$ cat config.mk
export PLATFORM = sky130hd
export DESIGN_NAME = zero_speed_load_detector
export DESIGN_NICKNAME = d
export VERILOG_FILES = /design/src/zsl_pkg.sv /design/src/zero_speed_load_detector.sv
export VERILOG_INCLUDE_DIRS = /design/src
export SDC_FILE = /design/constraint.sdc
export NUM_CORES = 1
export LEC_CHECK = 0
export ABC_CLOCK_PERIOD_IN_PS = 7100
export BUFFER_PORTS_ARGS = -buffer_cell sky130_fd_sc_hd__clkbuf_2
export CAP_MARGIN = 10
export CELL_PAD_IN_SITES_DETAIL_PLACEMENT = 0
export CELL_PAD_IN_SITES_GLOBAL_PLACEMENT = 1
export CORE_MARGIN = 8
export CORE_UTILIZATION = 52
export CTS_BUF_LIST = sky130_fd_sc_hd__clkbuf_4 sky130_fd_sc_hd__clkbuf_8
export CTS_CLUSTER_SIZE = 28
export DETAILED_ROUTE_END_ITERATION = 10
export PLACE_DENSITY = 0.84
export SLEW_MARGIN = 10
export SYNTH_ARGS = -nofsm -noshare
export SYNTH_HDL_FRONTEND = slang
export SYNTH_SLANG_ARGS = --single-unit
$ cat constraint.sdc
create_clock -name CORE_CLK -period 7.1 [get_ports CORE_CLK]
set_input_delay 0.355 -clock CORE_CLK [delete_from_list [all_inputs] [get_ports CORE_CLK]]
set_output_delay 0.355 -clock CORE_CLK [all_outputs]
set_load 0.01 [all_outputs]
$ cat src/zsl_defs.svh
`ifndef ZSL_DEFS_SVH
`define ZSL_DEFS_SVH

// ----------------------------------------
// Register offsets
// ----------------------------------------
`define ZSL_OFS_CTRL 8'h00
`define ZSL_OFS_TMR 8'h04
`define ZSL_OFS_ONE 8'h08
`define ZSL_OFS_FULL 8'h0C
`define ZSL_OFS_OVER 8'h10
`define ZSL_OFS_STAT 8'h14
`define ZSL_OFS_TRQ 8'h18
`define ZSL_OFS_ISTAT 8'h1C
`define ZSL_OFS_IMASK 8'h20

// ----------------------------------------
// Field positions
// ----------------------------------------
`define ZSL_CTRL_ACT 0
`define ZSL_CTRL_TV 1
`define ZSL_CTRL_EN 2
`define ZSL_CTRL_ARST 3
`define ZSL_STAT_ALM 3
`define ZSL_STAT_ST 8
`define ZSL_EV_DONE 0
`define ZSL_EV_OVER 1
`define ZSL_EV_ALM 2
`define ZSL_EV_ABORT 3

// ----------------------------------------
// Reset values
// ----------------------------------------
`define ZSL_CTRL_RST 3'h4
`define ZSL_TMR_RST 16'h0064
`define ZSL_ONE_RST 16'h1000
`define ZSL_FULL_RST 16'h6000
`define ZSL_OVER_RST 16'h7000
`define ZSL_IMASK_RST 4'h0

// ----------------------------------------
// Widths and timing
// ----------------------------------------
`define ZSL_TORQUE_W 16
`define ZSL_CLK_MHZ 100
`define ZSL_TICK_TIME_US 1000
`define ZSL_TICK_CYC (`ZSL_TICK_TIME_US * `ZSL_CLK_MHZ)
`define ZSL_ALARM_DLY_MS 200
`define ZSL_ALARM_DLY_CYC (`ZSL_ALARM_DLY_MS * 1000 * `ZSL_CLK_MHZ)

`endif

$ cat src/zsl_pkg.sv
`default_nettype none
package zsl_pkg;

  // ----------------------------------------
  // Detector states
  // ----------------------------------------
  typedef enum logic [4:0] {
    ST_IDLE = 5'h01,
    ST_SETTLE = 5'h02,
    ST_HELD = 5'h04,
    ST_ALM_WAIT = 5'h08,
    ST_ALARM = 5'h10
  } state_type;

  // ----------------------------------------
  // Load outputs
  // ----------------------------------------
  typedef struct packed {
    logic over;
    logic full;
    logic one;
  } load_out_type;

endpackage
`default_nettype wire

$ cat src/zero_speed_load_detector.sv
// Functional notes
// RL1 - Overload action zero: raise overload output, keep running.
// RL2 - Overload action one: raise overload output, then trip into alarm.
// RL3 - Stabilisation timer starts when brake-release indication rises.
// RL4 - At expiry, torque below one-person level raises one-person output.
// RL5 - At expiry, torque between full and overload levels raises full-load.
// RL6 - At expiry, torque above overload level raises overload output.
// RL7 - Load outputs hold until motor current is removed, then clear.
// RL8 - Alarm issues a fixed 0.2 s after overload output rises.
// RL9 - In alarm, current stage is disabled and brake applied.
// RL10 - Detection only during zero speed at start of travel.
// RL11 - Detection inhibited in torque-vector control mode.
// RL12 - One comparison at expiry; torque between one and full gives none.
// RL13 - Re-arm only after end of travel; brake rise restarts timer.
//
// The register offsets and the APB slave port were left to the implementer.
`include "zsl_defs.svh"
`default_nettype none
module zero_speed_load_detector #(
  parameter int TW = `ZSL_TORQUE_W,
  parameter int unsigned TICK_CYC = `ZSL_TICK_CYC,
  parameter int unsigned ALARM_DLY_CYC = `ZSL_ALARM_DLY_CYC
) (
  input wire logic CORE_CLK,
  input wire logic RST_N,
  input wire logic PSEL,
  input wire logic PENABLE,
  input wire logic PWRITE,
  input wire logic [7:0] PADDR,
  input wire logic [31:0] PWDATA,
  output logic PREADY,
  output logic PSLVERR,
  output logic [31:0] PRDATA,
  input wire logic BRAKE_RELEASE_INDICATION,
  input wire logic MOTOR_CURRENT_ON,
  input wire logic ZERO_SPEED,
  input wire logic [TW-1:0] MEASURED_TORQUE,
  output logic ONE_PERSON_LOAD_OUTPUT,
  output logic FULL_LOAD_OUTPUT,
  output logic OVERLOAD_OUTPUT,
  output logic OVERLOAD_ALARM,
  output logic CURRENT_STAGE_ENABLE,
  output logic BRAKE_APPLY,
  output logic IRQ
);

  // ----------------------------------------
  // Classification
  // ----------------------------------------
  function automatic zsl_pkg::load_out_type classify(
    input logic [TW-1:0] t,
    input logic [TW-1:0] one,
    input logic [TW-1:0] full,
    input logic [TW-1:0] over
  );
    zsl_pkg::load_out_type r;
    r.one = (t < one);
    r.full = (t >= full) && (t <= over);
    r.over = (t > over);
    return r;
  endfunction

  // ----------------------------------------
  // Declarations
  // ----------------------------------------
  logic [2:0] brk_sync_ff;
  logic [1:0] cur_sync_ff;
  logic [1:0] zs_sync_ff;
  logic [2:0] ctrl_ff;
  logic [15:0] tmr_ff;
  logic [TW-1:0] one_lvl_ff;
  logic [TW-1:0] full_lvl_ff;
  logic [TW-1:0] over_lvl_ff;
  logic [TW-1:0] trq_ff;
  logic [3:0] istat_ff;
  logic [3:0] imask_ff;
  logic [31:0] prdata_ff;
  zsl_pkg::state_type st_ff, nxt_st;
  zsl_pkg::load_out_type outs_ff, nxt_outs;
  logic [31:0] sub_ff, nxt_sub;
  logic [15:0] tick_ff, nxt_tick;
  logic [31:0] dly_ff, nxt_dly;
  logic [3:0] ev;
  zsl_pkg::load_out_type cls;

  // ----------------------------------------
  // Pin synchronisers
  // ----------------------------------------
  always_ff @(posedge CORE_CLK or negedge RST_N) begin
    if (!RST_N) begin
      brk_sync_ff <= 3'h0;
      cur_sync_ff <= 2'h0;
      zs_sync_ff <= 2'h0;
    end else begin
      brk_sync_ff <= {brk_sync_ff[1:0], BRAKE_RELEASE_INDICATION};
      cur_sync_ff <= {cur_sync_ff[0], MOTOR_CURRENT_ON};
      zs_sync_ff <= {zs_sync_ff[0], ZERO_SPEED};
    end
  end

  wire brk_rise = brk_sync_ff[1] & ~brk_sync_ff[2];
  wire cur_on = cur_sync_ff[1];
  wire zs_on = zs_sync_ff[1];
  wire act_alarm = ctrl_ff[`ZSL_CTRL_ACT];
  wire tv_mode = ctrl_ff[`ZSL_CTRL_TV];
  wire det_en = ctrl_ff[`ZSL_CTRL_EN];

  // ----------------------------------------
  // APB decode
  // ----------------------------------------
  wire setup = PSEL & ~PENABLE;
  wire wr_en = PSEL & PENABLE & PWRITE;
  wire hit_ctrl = (PADDR == `ZSL_OFS_CTRL);
  wire hit_tmr = (PADDR == `ZSL_OFS_TMR);
  wire hit_one = (PADDR == `ZSL_OFS_ONE);
  wire hit_full = (PADDR == `ZSL_OFS_FULL);
  wire hit_over = (PADDR == `ZSL_OFS_OVER);
  wire hit_stat = (PADDR == `ZSL_OFS_STAT);
  wire hit_trq = (PADDR == `ZSL_OFS_TRQ);
  wire hit_istat = (PADDR == `ZSL_OFS_ISTAT);
  wire hit_imask = (PADDR == `ZSL_OFS_IMASK);
  wire addr_ok = hit_ctrl | hit_tmr | hit_one | hit_full | hit_over |
                 hit_stat | hit_trq | hit_istat | hit_imask;
  wire alarm_rst = wr_en & hit_ctrl & PWDATA[`ZSL_CTRL_ARST];
  wire [31:0] stat_word = {19'h0, st_ff, 4'h0, (st_ff == zsl_pkg::ST_ALARM),
                           outs_ff.over, outs_ff.full, outs_ff.one};
  wire [31:0] rd_word =
    hit_ctrl ? {29'h0, ctrl_ff} :
    hit_tmr ? {16'h0, tmr_ff} :
    hit_one ? 32'(one_lvl_ff) :
    hit_full ? 32'(full_lvl_ff) :
    hit_over ? 32'(over_lvl_ff) :
    hit_stat ? stat_word :
    hit_trq ? 32'(trq_ff) :
    hit_istat ? {28'h0, istat_ff} :
    hit_imask ? {28'h0, imask_ff} : 32'h0;

  assign PREADY = 1'b1;
  assign PSLVERR = PSEL & PENABLE & ~addr_ok;
  assign PRDATA = prdata_ff;

  // ----------------------------------------
  // Registers
  // ----------------------------------------
  always_ff @(posedge CORE_CLK or negedge RST_N) begin
    if (!RST_N) begin
      ctrl_ff <= `ZSL_CTRL_RST;
      tmr_ff <= `ZSL_TMR_RST;
      one_lvl_ff <= TW'(`ZSL_ONE_RST);
      full_lvl_ff <= TW'(`ZSL_FULL_RST);
      over_lvl_ff <= TW'(`ZSL_OVER_RST);
      imask_ff <= `ZSL_IMASK_RST;
      prdata_ff <= 32'h0;
    end else begin
      if (wr_en & hit_ctrl) ctrl_ff <= PWDATA[2:0];
      if (wr_en & hit_tmr) tmr_ff <= PWDATA[15:0];
      if (wr_en & hit_one) one_lvl_ff <= PWDATA[TW-1:0];
      if (wr_en & hit_full) full_lvl_ff <= PWDATA[TW-1:0];
      if (wr_en & hit_over) over_lvl_ff <= PWDATA[TW-1:0];
      if (wr_en & hit_imask) imask_ff <= PWDATA[3:0];
      if (setup) prdata_ff <= rd_word;
    end
  end

  // ----------------------------------------
  // Interrupts
  // ----------------------------------------
  wire [3:0] istat_clr = (wr_en & hit_istat) ? PWDATA[3:0] : 4'h0;
  wire [3:0] nxt_istat = (istat_ff & ~istat_clr) | ev;

  always_ff @(posedge CORE_CLK or negedge RST_N) begin
    if (!RST_N) begin
      istat_ff <= 4'h0;
    end else begin
      istat_ff <= nxt_istat;
    end
  end

  assign IRQ = |(istat_ff & imask_ff);

  // ----------------------------------------
  // Detection sequence
  // ----------------------------------------
  assign cls = classify(MEASURED_TORQUE, one_lvl_ff, full_lvl_ff,
                        over_lvl_ff);
  wire start_ok = det_en & ~tv_mode & zs_on & cur_on;
  wire tick_end = (sub_ff == 32'(TICK_CYC - 1));
  wire expire = (st_ff == zsl_pkg::ST_SETTLE) & (tick_ff >= tmr_ff);
  wire abort = ~zs_on | tv_mode | ~cur_on | ~det_en;
  wire dly_end = (dly_ff == 32'(ALARM_DLY_CYC - 1));

  always_comb begin
    nxt_st = st_ff;
    nxt_outs = outs_ff;
    nxt_sub = 32'h0;
    nxt_tick = 16'h0;
    nxt_dly = 32'h0;
    ev = 4'h0;
    case (st_ff)
      zsl_pkg::ST_IDLE: begin
        // RL3 timer start
        if (brk_rise & start_ok) begin
          nxt_st = zsl_pkg::ST_SETTLE;
        end
      end
      zsl_pkg::ST_SETTLE: begin
        // RL10 RL11 zero speed only
        if (abort) begin
          nxt_st = cur_on ? zsl_pkg::ST_HELD : zsl_pkg::ST_IDLE;
          ev[`ZSL_EV_ABORT] = 1'b1;
        // RL13 restart on rise
        end else if (brk_rise) begin
          nxt_st = zsl_pkg::ST_SETTLE;
        // RL4 RL5 RL6 RL12 single compare
        end else if (expire) begin
          nxt_outs = cls;
          ev[`ZSL_EV_DONE] = 1'b1;
          ev[`ZSL_EV_OVER] = cls.over;
          // RL1 RL2 overload action
          nxt_st = (cls.over & act_alarm) ? zsl_pkg::ST_ALM_WAIT :
                   zsl_pkg::ST_HELD;
        end else begin
          nxt_sub = tick_end ? 32'h0 : sub_ff + 32'h1;
          nxt_tick = tick_end ? tick_ff + 16'h1 : tick_ff;
        end
      end
      zsl_pkg::ST_HELD: begin
        // RL7 RL13 end of travel
        if (~cur_on) begin
          nxt_outs = '0;
          nxt_st = zsl_pkg::ST_IDLE;
        end
      end
      zsl_pkg::ST_ALM_WAIT: begin
        // RL8 brake close delay
        if (dly_end) begin
          nxt_st = zsl_pkg::ST_ALARM;
          ev[`ZSL_EV_ALM] = 1'b1;
        end else begin
          nxt_dly = dly_ff + 32'h1;
        end
      end
      zsl_pkg::ST_ALARM: begin
        // RL7 clear at no current
        if (~cur_on) begin
          nxt_outs = '0;
        end
        if (alarm_rst) begin
          nxt_st = cur_on ? zsl_pkg::ST_HELD : zsl_pkg::ST_IDLE;
        end
      end
      default: begin
        nxt_st = zsl_pkg::ST_IDLE;
        nxt_outs = '0;
      end
    endcase
  end

  always_ff @(posedge CORE_CLK or negedge RST_N) begin
    if (!RST_N) begin
      st_ff <= zsl_pkg::ST_IDLE;
      outs_ff <= '0;
      sub_ff <= 32'h0;
      tick_ff <= 16'h0;
      dly_ff <= 32'h0;
      trq_ff <= '0;
    end else begin
      st_ff <= nxt_st;
      outs_ff <= nxt_outs;
      sub_ff <= nxt_sub;
      tick_ff <= nxt_tick;
      dly_ff <= nxt_dly;
      if (expire) trq_ff <= MEASURED_TORQUE;
    end
  end

  // ----------------------------------------
  // Outputs
  // ----------------------------------------
  assign ONE_PERSON_LOAD_OUTPUT = outs_ff.one;
  assign FULL_LOAD_OUTPUT = outs_ff.full;
  assign OVERLOAD_OUTPUT = outs_ff.over;
  // RL9 trip actions
  assign OVERLOAD_ALARM = st_ff[4];
  assign CURRENT_STAGE_ENABLE = ~st_ff[4];
  assign BRAKE_APPLY = st_ff[4];

  logic [31:0] over_age_ff;
  always_ff @(posedge CORE_CLK or negedge RST_N) begin
    if (!RST_N) begin
      over_age_ff <= 32'h0;
    end else begin
      over_age_ff <= outs_ff.over ? over_age_ff + 32'h1 : 32'h0;
    end
  end
endmodule
`default_nettype wire

# == After elaboration in Yosys (flattened, before gate mapping) ==
# Index checks and enable logic that the tools add are counted.
# op_classes
add_sub_neg,3
n_mul,0
n_div,0
n_lt_le_gt_ge,5
eq_ne,25
n_shift,0
muxes,45
bitwise,43
reduce_logical,7
# op_table
op,n
2-to-1 mux 32 bit,7
2-to-1 mux 16 bit,12
"adder 32 x 1 -> 32 bit, second input constant",2
2-to-1 mux 5 bit,7
"== test 32 x 17 -> 1 bit, second input constant",1
"== test 32 x 25 -> 1 bit, second input constant",1
"== test 8 x 5 -> 1 bit, second input constant",4
greater-or-equal comparator 16 bit,2
one-hot mux 5 bit (5 select lines),1
bitwise AND 1 bit,19
"adder 16 x 1 -> 16 bit, second input constant",1
"== test 8 x 4 -> 1 bit, second input constant",2
greater-than comparator 16 bit,1
less-or-equal comparator 16 bit,1
< comparator 16 bit,1
2-to-1 mux 4 bit,4
"inequality test 2 bit, second input constant",8
2-to-1 mux 3 bit,5
bitwise OR 1 bit,11
AND reduction 5 bit,2
NOT 1 bit,9
one-hot mux 3 bit (3 select lines),1
bitwise AND 4 bit,2
"== test 8 x 3 -> 1 bit, second input constant",1
16 further kinds,23
# word_totals
regBits,218
latchBits,0
ramBits,0
rom_bits,0
in_bits,64
output_inout_bits,41
wordCells,147
mem_count,0

# == Longest topological paths before layout ==
# depth
depth_word,11
depth_mapped,10
mapped_depth_nobuf,8

# == Worst setup path after synthesis ==
# No wires, ideal clock.
# synth_timing
path_type,flip-flop to flip-flop
from,register tmr_ff[2]
to,register sub_ff[7]
setup_ps,72
arrival_ps,2442
required_time_ps,7028
slack_ps,4586
stages_incl_launch_ff,11
n_path_buf,2
period_less_slack_ps,2514
cell_sequence,dfstp_2 inv_1 ha_1 a21oi_1 o21ai_0 a311o_1 a31o_2 or4_1 clkbuf_1 buf_2 nor2_1
# synth_via
elab_chain_cells,6
# synth_lines
element,line,rtl
from (decl),zero_speed_load_detector.sv:70,logic [15:0] tmr_ff;
from (signal assigned),zero_speed_load_detector.sv:148,tmr_ff <= `ZSL_TMR_RST;
from (signal assigned),zero_speed_load_detector.sv:156,if (wr_en & hit_tmr) tmr_ff <= PWDATA[15:0];
greater-or-equal comparator 16 bit,zero_speed_load_detector.sv:188,wire expire = (st_ff == zsl_pkg::ST_SETTLE) & (tick_ff >= tmr_ff);
bitwise AND 1 bit,zero_speed_load_detector.sv:188,
2-to-1 mux 32 bit,zero_speed_load_detector.sv:215,end else if (expire) begin
2-to-1 mux 32 bit,zero_speed_load_detector.sv:212,end else if (brk_rise) begin
2-to-1 mux 32 bit,zero_speed_load_detector.sv:208,if (abort) begin
2-to-1 mux 32 bit,zero_speed_load_detector.sv:199,case (st_ff)
via nxt_sub[7],zero_speed_load_detector.sv:80,"logic [31:0] sub_ff, nxt_sub;"
to (signal assigned),zero_speed_load_detector.sv:270,sub_ff <= nxt_sub;
to (decl),zero_speed_load_detector.sv:80,
# The timed path passes the listed nets, and every way through them passes these cells.
# A chain may end at the register's enable or synchronous reset.

# == Worst setup path after layout ==
# layout_timing
from,register tmr_ff[2]
to,register sub_ff[0]
# Same word-level chain as after synthesis.

==> results.json <==
{
  "overflow": 0,
  "die_area_um2": 26600,
  "critical_path_class": "flip-flop to flip-flop",
  "grt_max_degree": 103,
  "first_pass_iters": 5,
  "required_ps": 7520,
  "clockBufferDepth": 3,
  "setup_viol": 0,
  "p_int_mw": 2.00,
  "initial_core_util": 0.523,
  "p_per_area_nw_per_um2": 215,
  "slowest_stage": "or4_1",
  "min_from": "PWDATA[12]",
  "rows": 54,
  "combPwrFrac": 0.106,
  "synth.area.mux_share": 0.0746,
  "cts_root_buffer": "clkbuf_8",
  "min_path_type": "input port to flip-flop",
  "htree_levels": 2,
  "dieHeight_um": 163,
  "rr_startpoint": "tmr_ff[2]",
  "crit_path_end_kind": "flip-flop",
  "grt_pass1_vias": 8870,
  "rsz0062_at_grt": "false",
  "yosys.area_share.adder": 0.0733,
  "post-route-period-util": 0.434,
  "finalInstanceArea_um2": 12600,
  "vias": 8824,
  "yosys.area_share.simple": 0.178,
  "cts_tree": "built",
  "slew_violations": 0,
  "cts_made_buffers": 38,
  "fin_nets": 1366,
  "portBuffers": 71,
  "synth_xor_area_frac": 0.0552,
  "hold_violations": 0,
  "synthCells": 1161,
  "fmax_mhz": 325,
  "synthArstFlopShare": 1.00,
  "dp_slack_ps": 3990,
  "core_um2": 21600,
  "viasPerCell": 5.72,
  "slew_headroom": 0.250,
  "grt_pass1_wl_um": 48100,
  "status": "completed",
  "p_switching_mw": 0.715,
  "syn-cell-area_um2": 11300,
  "synth_edf_count": 0,
  "chipWidth_um": 163,
  "max_cap_viol_count": 0,
  "post-route-worst-setup-slack_ps": 4020,
  "ant_nets": 0,
  "ys_warn_count": 0,
  "vdd_ir_drop_max_v": 0.000111,
  "synth_area_per_cell_um2": 9.71,
  "clock_skew_ps": 30.6,
  "cp-start-kind": "flip-flop",
  "ios": 105,
  "timing.critical_path.from": "tmr_ff[2]",
  "worstPathMaxFanout": 32,
  "clk_latency_ps": 540,
  "wl_per_cell_um": 19.2,
  "path_cells": "inv_1, ha_1, a21oi_1, o21ai_0, a311o_1, a31o_2, or4_1, nor2_1",
  "post_cts_buffers": 0,
  "arrival_ps": 3500,
  "synth_compound_area_frac": 0.112,
  "wl_um": 29600,
  "antenna_found_initial": 0,
  "leakagePower_nw": 5.61,
  "tns_ps": 0,
  "place_area_um2": 11800,
  "clockPowerShare": 0.427,
  "diodes": 0,
  "area_growth_pct": 11.7,
  "synth_cell_types": 67,
  "synth_flop_cell": "dfrtp_1",
  "critical_path.max_stage_delay_ps": 980,
  "drt_iter0_markers": 659,
  "seq_area_frac_synth": 0.450,
  "total_power_mw": 2.71,
  "grt_use_total": 0.227,
  "hpwl_um": 21000,
  "drive_above_1_share": 0.192,
  "clock-sinks": 202,
  "switching_share": 0.264,
  "synth-seq-cells": 202,
  "min_period_ps": 3080,
  "synth_top_family_by_area": "simple AND/OR/NAND/NOR gates",
  "path_clk_slew_ps": 60,
  "drc": 0,
  "worst_slew_pin_slew_ps": 1130,
  "gp_congestion": 0.855,
  "seqPwrFrac": 0.467,
  "num-fill-cells": 1970
}
stage by stage:
stage               hold WS (ps)  utilization  std cells
finish                      86.3        0.584       1543
global route                78.9        0.584       1543
CTS                         53.0        0.584       1543
detailed placement           335        0.546       1472
global placement             331        0.546       1472
floorplan                   59.4            -       1176
power groups by stage:
stage          registers [mW]  clock network, mW  logic [mW]
2_1_floorplan            1.27                  0       0.190
3_3_place_gp             1.28                  0       0.278
3_5_place_dp             1.29                  0       0.284
4_1_cts                  1.27               1.19       0.287
5_1_grt                  1.27               1.25       0.319
6_report                 1.27               1.16       0.287
cell families (layout without fill, tap and decap cells):
family	after synthesis	count (layout)
xor gates and xnor gates	71	71
DFF	202	202
AOI/OAI and AO/OA	191	191
muxes	75	75
and+or+nand+nor	410	410
buffers and inverters	144	231
adders and majority gates	66	66
other	2	17
cell usage after synthesis, types with 6 or more instances:
master | n | area share
dfstp_2 | 11 | 0.026
xnor2_1 | 33 | 0.026
nand3_1 | 28 | 0.012
dfrtp_1 | 191 | 0.42
xor2_1 | 38 | 0.030
nand2_1 | 112 | 0.037
a21o_1 | 17 | 0.011
buf_4 | 18 | 0.012
o211ai_1 | 11 | 0.0073
a222oi_1 | 7 | 0.0062
nand2b_1 | 8 | 0.0044
nor2_1 | 116 | 0.039
a22o_1 | 12 | 0.0093
nand4_1 | 33 | 0.018
a22oi_1 | 10 | 0.0067
nor4_1 | 14 | 0.0078
nor2b_1 | 7 | 0.0039
o21ai_0 | 55 | 0.024
a21oi_1 | 40 | 0.018
clkbuf_1 | 24 | 0.0080
nor3_1 | 18 | 0.0080
or3_1 | 11 | 0.0061
ha_1 | 66 | 0.073
inv_1 | 81 | 0.027
buf_2 | 17 | 0.0075
mux2_2 | 72 | 0.072
and3_1 | 26 | 0.014
and2_1 | 6 | 0.0033
registers in the layout, summed over array words and instances, names as in the netlist, 3 cells and up:
signal,cells
trq_ff,16
over_lvl_ff,16
one_lvl_ff,16
ctrl_ff,3
brk_sync_ff,3
istat_ff,4
PRDATA,16
full_lvl_ff,16
imask_ff,4
tmr_ff,16
dly_ff,32
tick_ff,16
sub_ff,32
st_ff,5
per-layer routing:
metal  routed length (um)  GRT usage
met3                 1960     0.0461
met2                13400      0.347
met1                13600      0.318
met5                    0          0
met4                  669     0.0688
path summary, 6_finish.rpt:
check                                  end  slack (ps)  cells past startpoint
setup / recovery                 sub_ff[0]        4020                      8
hold / removal             over_lvl_ff[12]          90                      3
setup reg to reg                 sub_ff[0]        4020                      8
hold reg to reg              zs_sync_ff[1]         350                      0
max in group asynchronous       tick_ff[5]        5240                      3
min in group asynchronous   one_lvl_ff[14]         480                      2
layout by cell type (no fill, tap or decap), drive strengths merged, types with 12 or more instances in the layout:
master,netlist,layout
a21o,17,17
a21oi,40,40
a22o,12,12
and3,26,26
clkbuf,26,130
conb,2,17
dfrtp,191,191
ha,66,66
inv,81,81
mux2,72,72
nand2,112,112
nand3,30,30
nand4,33,33
nor2,117,117
nor3,20,20
nor4,16,16
o21ai,55,55
xnor2,33,33
xor2,38,38
critical path: cells and delay by family (launching register included):
family,cells,cell delay [ps]
DFF,1,520
adders and majority gates,1,300
buffers and inverters,1,60
and+or+nand+nor,2,1230
AOI/OAI and AO/OA,4,840
area by class of cell:
| cell class | instances | area [um2] | share of cell area |
|---|---|---|---|
| clock buffer | 59 | 731 | 0.0580 |
| clock inverter | 8 | 45.0 | 0.00358 |
| sequential | 202 | 5070 | 0.403 |
| multi-input combinational | 830 | 5630 | 0.447 |
| inverter | 81 | 304 | 0.0242 |
| tap | 280 | 350 | 0.0278 |
| timing repair buffer | 83 | 464 | 0.0369 |
repair_timing:
| action | CTS | global route |
|---|---|---|
| resized for setup | 0 | 0 |
| setup endpoints to repair | 0 | 0 |
| hold endpoints to repair | 88 | 0 |
| hold buffers | 4 | 0 |
Power figures use the tool's default switching activity.
